$ cat src/rtl/ssi_image_cfg.svh
`ifndef SSI_IMAGE_CFG_SVH
`define SSI_IMAGE_CFG_SVH

// ==========================================================
// Widths
`define IMG_BYTES        8
`define IMG_WIDTH        64
`define REG_DATA_WIDTH   32
`define REG_INDEX_WIDTH  6
`define ENC_STS_WIDTH    4

// ==========================================================
// Byte 4 fields
`define B4_RD_REFUSED    7
`define B4_RESERVED      6
// Byte 5 fields
`define B5_WR_COMPLETED  7
`define B5_WR_PENDING    6
// Byte 6 fields
`define B6_MOVING_UP     7
`define B6_MOVING_DOWN   6
`define B6_GE_CMP_B      5
`define B6_LATCH_CMP_B   4
`define B6_EQ_CMP_B      3
`define B6_GE_CMP_A      2
`define B6_LATCH_CMP_A   1
`define B6_EQ_CMP_A      0
// Byte 7 fields
`define B7_LINK_STOPPED  7
`define B7_PARAM_ERROR   4
`define B7_BELOW_LOWER   3
`define B7_ABOVE_UPPER   2
`define B7_SIGNAL_FAULT  1
`define B7_DIAG_SUMMARY  0

// ==========================================================
// Reset values
`define IMG_RESET        64'h0000_0000_0000_0000
`define WORD_RESET       32'h0000_0000
`endif

$ cat src/rtl/ssi_image_pkg.sv
package ssi_image_pkg;
`include "ssi_image_cfg.svh"
   typedef logic [`REG_INDEX_WIDTH-1:0] reg_index_t;
   typedef logic [`REG_DATA_WIDTH-1:0]  reg_word_t;
   typedef logic [7:0]                  image_byte_t;
   typedef logic [`ENC_STS_WIDTH-1:0]   enc_status_t;
   // Write handshake states
   typedef enum logic [0:0] {
      WR_IDLE = 1'b0,
      WR_BUSY = 1'b1
   } write_state_t;
endpackage

$ cat src/rtl/compare_if.sv
`timescale 1ns/1ps
interface compare_if #(parameter int POS_WIDTH = 32);
   logic [POS_WIDTH-1:0] position;
   logic [POS_WIDTH-1:0] compare_value;
   logic                 clear;
   logic                 equal;
   logic                 at_or_above;
   logic                 match_latch;
   modport unit  (input position, compare_value, clear, output equal, at_or_above, match_latch);
   modport owner (output position, compare_value, clear, input equal, at_or_above, match_latch);
endinterface

$ cat src/rtl/ssi_process_input_image.sv
`timescale 1ns/1ps
`include "ssi_image_cfg.svh"
module ssi_process_input_image #(
   parameter int POS_WIDTH = 32
) (
   input  wire logic                      mclk_i,
   input  wire logic                      sys_rst_i,
   // Output telegram from the gateway
   input  wire logic                      tg_valid_i,
   input  wire ssi_image_pkg::reg_index_t tg_read_index_i,
   input  wire logic                      tg_write_request_i,
   input  wire ssi_image_pkg::reg_index_t tg_write_index_i,
   input  wire ssi_image_pkg::reg_word_t  tg_write_data_i,
   input  wire logic                      clear_compare_a_latch_i,
   input  wire logic                      clear_compare_b_latch_i,
   // Internal register bank, read side
   output logic [5:0]                     regbank_rd_index_o,
   input  wire ssi_image_pkg::reg_word_t  regbank_rd_data_i,
   input  wire logic                      regbank_rd_accept_i,
   // Internal register bank, write side
   output logic                           regbank_wr_strobe_o,
   output logic [5:0]                     regbank_wr_index_o,
   output logic [31:0]                    regbank_wr_data_o,
   input  wire logic                      regbank_wr_done_i,
   input  wire logic                      regbank_wr_ok_i,
   // Encoder and measurement state
   input  wire logic [POS_WIDTH-1:0]      position_i,
   input  wire logic                      position_strobe_i,
   input  wire logic [POS_WIDTH-1:0]      compare_a_i,
   input  wire logic [POS_WIDTH-1:0]      compare_b_i,
   input  wire logic [POS_WIDTH-1:0]      lower_limit_i,
   input  wire logic [POS_WIDTH-1:0]      upper_limit_i,
   input  wire ssi_image_pkg::enc_status_t encoder_status_i,
   input  wire ssi_image_pkg::enc_status_t encoder_status_enable_i,
   input  wire logic                      link_stopped_i,
   input  wire logic                      parameter_error_i,
   input  wire logic                      encoder_signal_fault_i,
   // Process input image towards the gateway
   output logic [63:0]                    image_o,
   output logic                           image_valid_o
);
   import ssi_image_pkg::*;

   compare_if #(.POS_WIDTH(POS_WIDTH)) cmp_a ();
   compare_if #(.POS_WIDTH(POS_WIDTH)) cmp_b ();

   write_state_t        wr_state_q;
   write_state_t        wr_state_d;
   logic                wr_completed_q;
   logic                wr_completed_d;
   logic                wr_strobe_q;
   reg_index_t          wr_index_q;
   reg_word_t           wr_data_q;
   logic                wr_accept;
   logic [POS_WIDTH-1:0] pos_prev_q;
   logic                moving_up_q;
   logic                moving_down_q;
   logic                below_lower;
   logic                above_upper;
   logic                diag_summary;
   reg_word_t           rd_word;
   logic                rd_refused;
   image_byte_t         byte4;
   image_byte_t         byte5;
   image_byte_t         byte6;
   image_byte_t         byte7;
   logic [`IMG_WIDTH-1:0] image_d;
   logic [`IMG_WIDTH-1:0] image_q;
   logic                image_valid_q;
   logic                wr_pending;

   // ==========================================================
   // Shared decodes
   // One ordering helper keeps direction and limit tests unsigned alike
   function automatic logic pos_below(input logic [POS_WIDTH-1:0] lhs,
                                      input logic [POS_WIDTH-1:0] rhs);
      return (lhs < rhs);
   endfunction

   // Busy decode, used for the accept gate and the pending bit
   function automatic logic wr_busy(input write_state_t state);
      return (state == WR_BUSY);
   endfunction

   // ==========================================================
   // Compare units
   assign cmp_a.position      = position_i;
   assign cmp_a.compare_value = compare_a_i;
   assign cmp_a.clear         = tg_valid_i & clear_compare_a_latch_i;
   assign cmp_b.position      = position_i;
   assign cmp_b.compare_value = compare_b_i;
   assign cmp_b.clear         = tg_valid_i & clear_compare_b_latch_i;

   compare_latch_unit u_cmp_a (
      .mclk_i    (mclk_i),
      .sys_rst_i (sys_rst_i),
      .cmp       (cmp_a)
   );

   compare_latch_unit u_cmp_b (
      .mclk_i    (mclk_i),
      .sys_rst_i (sys_rst_i),
      .cmp       (cmp_b)
   );

   // ==========================================================
   // Read path: bank answers combinationally in the telegram cycle
   // Refusal zeroes the word here, so a stale bank value never leaks
   assign regbank_rd_index_o = tg_read_index_i;
   assign rd_refused         = ~regbank_rd_accept_i;
   assign rd_word            = rd_refused ? `WORD_RESET : regbank_rd_data_i;

   // ==========================================================
   // Write handshake
   // A request while busy is dropped, not queued: the pending bit
   // tells the controller to retry later
   assign wr_accept = tg_valid_i & tg_write_request_i & ~wr_busy(wr_state_q);

   always_comb begin
      wr_state_d     = wr_state_q;
      wr_completed_d = wr_completed_q;
      case (wr_state_q)
         WR_IDLE: begin
            if (wr_accept) begin
               wr_state_d = WR_BUSY;
            end
         end
         WR_BUSY: begin
            if (regbank_wr_done_i) begin
               wr_state_d     = WR_IDLE;
               wr_completed_d = regbank_wr_ok_i;
            end
         end
         default: begin
            wr_state_d = WR_IDLE;
         end
      endcase
   end

   // Write state registers
   always_ff @(posedge mclk_i) begin
      if (sys_rst_i) begin
         wr_state_q     <= WR_IDLE;
         wr_completed_q <= 1'b0;
         wr_strobe_q    <= 1'b0;
      end else begin
         wr_state_q     <= wr_state_d;
         wr_completed_q <= wr_completed_d;
         wr_strobe_q    <= wr_accept;
      end
   end

   // Write job capture, held stable while busy
   always_ff @(posedge mclk_i) begin
      if (sys_rst_i) begin
         wr_index_q <= '0;
         wr_data_q  <= `WORD_RESET;
      end else if (wr_accept) begin
         wr_index_q <= tg_write_index_i;
         wr_data_q  <= tg_write_data_i;
      end
   end

   assign regbank_wr_strobe_o = wr_strobe_q;
   assign regbank_wr_index_o  = wr_index_q;
   assign regbank_wr_data_o   = wr_data_q;

   // ==========================================================
   // Direction of movement from successive position samples
   // An unchanged sample clears both, so a stopped axis shows neither
   // A wrap of the encoder count reads as a jump the other way
   always_ff @(posedge mclk_i) begin
      if (sys_rst_i) begin
         pos_prev_q    <= '0;
         moving_up_q   <= 1'b0;
         moving_down_q <= 1'b0;
      end else if (position_strobe_i) begin
         pos_prev_q    <= position_i;
         moving_up_q   <= pos_below(pos_prev_q, position_i);
         moving_down_q <= pos_below(position_i, pos_prev_q);
      end
   end

   // ==========================================================
   // Live limit and diagnostic status
   assign below_lower  = pos_below(position_i, lower_limit_i);
   assign above_upper  = pos_below(upper_limit_i, position_i);
   assign diag_summary = |(encoder_status_i & encoder_status_enable_i);

   // ==========================================================
   // Image bytes 4 to 7
   // Pending shows the next state, so an accepting telegram already reports it
   assign wr_pending = wr_busy(wr_state_d);
   assign byte4 = {rd_refused, 1'b0, tg_read_index_i};
   assign byte5 = {wr_completed_d, wr_pending, 2'b00,
                   encoder_status_i};
   assign byte6 = {moving_up_q, moving_down_q,
                   cmp_b.at_or_above, cmp_b.match_latch, cmp_b.equal,
                   cmp_a.at_or_above, cmp_a.match_latch, cmp_a.equal};
   assign byte7 = {link_stopped_i, 2'b00, parameter_error_i, below_lower,
                   above_upper, encoder_signal_fault_i, diag_summary};

   // Byte 0 sits in the top lane, so the word goes out MSB first
   assign image_d = {rd_word, byte4, byte5, byte6, byte7};

   // ==========================================================
   // Response image, refreshed once per telegram
   // Between telegrams the image holds; only the valid pulse marks news
   always_ff @(posedge mclk_i) begin
      if (sys_rst_i) begin
         image_q       <= `IMG_RESET;
         image_valid_q <= 1'b0;
      end else begin
         image_valid_q <= tg_valid_i;
         if (tg_valid_i) begin
            image_q <= image_d;
         end
      end
   end

   assign image_o       = image_q;
   assign image_valid_o = image_valid_q;
endmodule

$ cat src/rtl/compare_latch_unit.sv
`timescale 1ns/1ps
module compare_latch_unit (
   input wire logic mclk_i,
   input wire logic sys_rst_i,
   compare_if.unit  cmp
);
   import ssi_image_pkg::*;

   logic hit;
   logic equal_q;
   logic at_or_above_q;
   logic latch_q;

   // ==========================================================
   // Comparison
   assign hit = (cmp.position == cmp.compare_value);

   // Live results follow the position; the latch holds a match
   // until cleared, and a match in the clear cycle wins
   always_ff @(posedge mclk_i) begin
      if (sys_rst_i) begin
         equal_q       <= 1'b0;
         at_or_above_q <= 1'b0;
         latch_q       <= 1'b0;
      end else begin
         equal_q       <= hit;
         at_or_above_q <= (cmp.position >= cmp.compare_value);
         if (hit) begin
            latch_q <= 1'b1;
         end else if (cmp.clear) begin
            latch_q <= 1'b0;
         end
      end
   end

   assign cmp.equal       = equal_q;
   assign cmp.at_or_above = at_or_above_q;
   assign cmp.match_latch = latch_q;
endmodule

$ cat config.mk
export PLATFORM = sky130hd
export DESIGN_NAME = ssi_process_input_image
export DESIGN_NICKNAME = d
export VERILOG_FILES = /design/src/rtl/ssi_image_pkg.sv /design/src/rtl/compare_if.sv /design/src/rtl/ssi_process_input_image.sv /design/src/rtl/compare_latch_unit.sv
export VERILOG_INCLUDE_DIRS = /design/src /design/src/rtl
export SDC_FILE = /design/constraint.sdc
export NUM_CORES = 1
export LEC_CHECK = 0
export ABC_AREA = 1
export BUFFER_PORTS_ARGS = -buffer_cell sky130_fd_sc_hd__buf_2
export CAP_MARGIN = 25
export CORE_MARGIN = 5
export CORE_UTILIZATION = 50
export CTS_BUF_LIST = sky130_fd_sc_hd__clkbuf_8
export DETAILED_ROUTE_END_ITERATION = 8
export GPL_TIMING_DRIVEN = 1
export HOLD_SLACK_MARGIN = 0.1
export PLACE_DENSITY_LB_ADDON = 0.25
export SLEW_MARGIN = 20
export SYNTH_ARGS = -nofsm -noshare
export SYNTH_HDL_FRONTEND = slang
export SYNTH_SLANG_ARGS = --single-unit
$ cat constraint.sdc
create_clock -name mclk_i -period 1.8 [get_ports mclk_i]
set_input_delay 0.36 -clock mclk_i [delete_from_list [all_inputs] [get_ports mclk_i]]
set_output_delay 0.36 -clock mclk_i [all_outputs]
set_load 0.02 [all_outputs]
==> summary.md <==
| Metric | Value |
|---|---|
| GRT overflow | 0 |
| HPWL after DPL | 22.3 mm |
| RR Startpoint | pos_prev_q[27] |
| PortBufs | 361 |
| Netlist cell types | 29 |
| Slowest stage delay, CP | between 0.3 and 0.4 ns |
| Startpoint type of the worst setup path | flop |
| Fmax | 603 MHz |
| Required @ worst endpoint | 2.16 ns |
| Kind of critical path | reg -> reg |
| Initial Utilization | 0.512 |
| Synthesized cell area | 8910 um2 |
| Sw frac | 0.320 |
| Worst Slack Setup Final | 0.142 ns |
| Fin nets | a little over 2k |
| Rows | 48 |
| WL final | between 20 and 30 mm |
| Power Density | 694 nW/um2 |
| Global-route wire length before repair | 42.0 mm |
| Die W | 144 um |
| Vias in the first global route | 8926 |
| Area grow syn2layout | 27.7% |
| IO Count | around 370 |
| Multiplexer share of the synthesized area | 0.00112 |
| Crit-path cells | inv_1, ha_1, nand2_1, nor2_1, nand2_1, nor2_1, nand2_1, nand2_1, nand2_1, a21oi_1 |
| Setup Viol. Count Final | 0 |
| Actual slew at the worst max-slew pin | 0.598 ns |
| Combinational share of power | 0.249 |
| Worst Hold Class | in -> reg |
| Inst Count DP | between 1.5k and 2k |
| H-tree Lvls | 4 |
| Clk_lat worst skew | 0.45 ns |
| Register share of total power | 0.430 |
| Drt pass-1 iters | 5 |
| LEAKAGE | 6.45 nW |
| Max-cap violation count | 0 |
| WL/cell | around 15 um |
| Core box area | 17400 um2 |
| Top cell by count, worst path | nand2_1 |
| Vias per cell | between 4 and 5 |
| Final hold viol count | 0 |
| Pre-CTS setup slack | -0.126 ns |
| Die Span Y | 144 um |
| Placer Congestion | ~0.90 |
| Max transition margin | 0.602 |
| DRC viols | 0 |
| Setup Buffers After CTS | 0 |
| Post-synthesis adder-cell area fraction | 0.222 |
| YS warnings | 0 |
| Crit path launch | pos_prev_q[27] |
| Switch Pwr | 0.00253 W |
| Maximum vdd drop | 493 uV |
| Clk slew on worst S/H paths | 0.09 ns |
| Post-synthesis sequential area ratio | 0.317 |
| Worst-path maximum fanout | 2 |
| Post-Synth XOR/XNOR Area | 0 |
| Largest family of logic cells by synthesized area | adder cells |
| Most frequent cells in the layout | buf_2 (361), nand2_1 (217), inv_1 (196) |
| TritonCTS clock tree | built |
| Clock power frac | 0.321 |
| Min-delay src | tg_write_data_i[1] |
| Detailed-route via count | around 9.2k |
| Slew Viols, Final | 0 |
| Simple-gate share of the synthesized area | 0.190 |
| Compound-gate portion of the synthesized area | 0.155 |
| Share of cells above drive strength 1 | 0.259 |
| Cells after synthesis | 1255 |
| Most common cell after layout, fill and taps aside | buf_2 |
| #FFs+latches synth | 141 |
| CTS Buffer Depth | 2 |
| Final Util | 0.653 |
| Die ar. | between 20000 and 25000 um2 |
| Initial DRC count | 457 |
| Slowest stage cell, crit path | dfxtp_1 |
| Largest net degree at the start of global routing | 57 |
| Crit end category | flop |
| Clock skew | 0.0163 ns |
| Int Pwr | 0.00537 W |
| Antenna Nets Post-Route | 0 |
| Worst EP arrival | 2.02 ns |
| Initial antenna violation count | 0 |
| CTS buffer count | 17 |
| RSZ-0062 raised after global routing | false |
| Post-Syn Area per Cell | about 7.1 um2 |
| Sum Neg Setup Slack | 0 ns |
| Fin crit share | 0.921 |
| Status | finished, final reports clean |
| Clk root buf | clkbuf_8 |
| Cell Count, Final, Fillers Out | between 1.5k and 2k |
| Clk sink count | ~140 |
| Global-route usage over all layers | 0.255 |
| Fin crit period | 1.66 ns |
power groups by stage:
stage                     clock network (W)  registers (W)  logic (W)
after floorplan                           0        0.00361    0.00101
after global placement                    0        0.00345    0.00191
after detailed placement                  0        0.00346    0.00196
after CTS                           0.00259        0.00339    0.00197
after global routing                0.00275        0.00341    0.00224
final                               0.00254        0.00339    0.00197
cell usage after synthesis (all sizes together):
master	instances	area [um2]
o21ai	116	581
nor2	171	644
mux2i	1	10.0
buf	25	168
inv	199	747
a221oi	1	8.76
nor4	1	6.26
a21oi	145	726
dfxtp	141	2820
ha	158	1980
a21o	1	7.51
a22o	1	8.76
nand3	20	100
nor3	10	55.1
nand4	11	68.8
o211ai	1	7.51
conb	1	3.75
clkbuf	28	105
nand2	217	815
a31oi	2	12.5
nand3b	1	7.51
o21a	4	30.0
cell type report:
cell class,count,area [um2]
multi-input combinational,866,5090
clock inverter,12,143
timing repair buffer,383,2050
tap,225,282
antenna,2,5.00
fill,1601,6040
inverter,199,747
clock buffer,18,248
sequential,141,2820
through the flow:
step                      cell area, um2  total power (W)  hold slack, ns
after floorplan                     8930          0.00463           0.431
after global placement             11000          0.00536           0.449
after detailed placement           11000          0.00542           0.452
after CTS                          11400          0.00796           0.103
after global routing               11400          0.00841           0.108
final                              11400          0.00790           0.129
registers in the layout (all words and copies together) (netlist names), 6 cells and up:
signal,flops
regbank_wr_index_o,6
regbank_wr_data_o,32
pos_prev_q,32
image_o,59
routing by layer:
layer  global-route usage  share of wire  up-vias
li1                     -              -     4736
met1                0.310           0.42     4105
met2                0.438           0.48      266
met3               0.0689          0.069       45
met4               0.0803          0.023        0
met5                    0              0        -
path summary, 6_finish.rpt:
path	to	slack [ns]	cells after the start
max	moving_up_q	0.14	10
min	regbank_wr_data_o[1]	0.13	3
max reg2reg	moving_up_q	0.14	10
min reg2reg	image_o[8]	0.46	2
timing repair:
| item | in CTS | in global routing |
|---|---|---|
| gates resized for setup | 0 | 1 |
| setup endpoints to repair | 0 | 1 |
| hold buffers | 0 | 0 |
cells by family (layout without fill, tap and decap cells):
group,Yosys count,in the layout
muxes,1,1
other,1,7
and+or+nand+nor,431,431
buffers and inverters,252,612
DFF,141,141
adders and majority gates,158,158
AOI/OAI and AO/OA,271,271
worst max-delay path: cells and delay by family (launching register included):
| family | cells | cell delay, ns |
|---|---|---|
| fa+ha+maj | 1 | 0.29 |
| buf+inv | 1 | 0.04 |
| flops | 1 | 0.34 |
| compound gates | 1 | 0.12 |
| simple gates | 7 | 0.78 |
(Power assumes the default switching activity.)
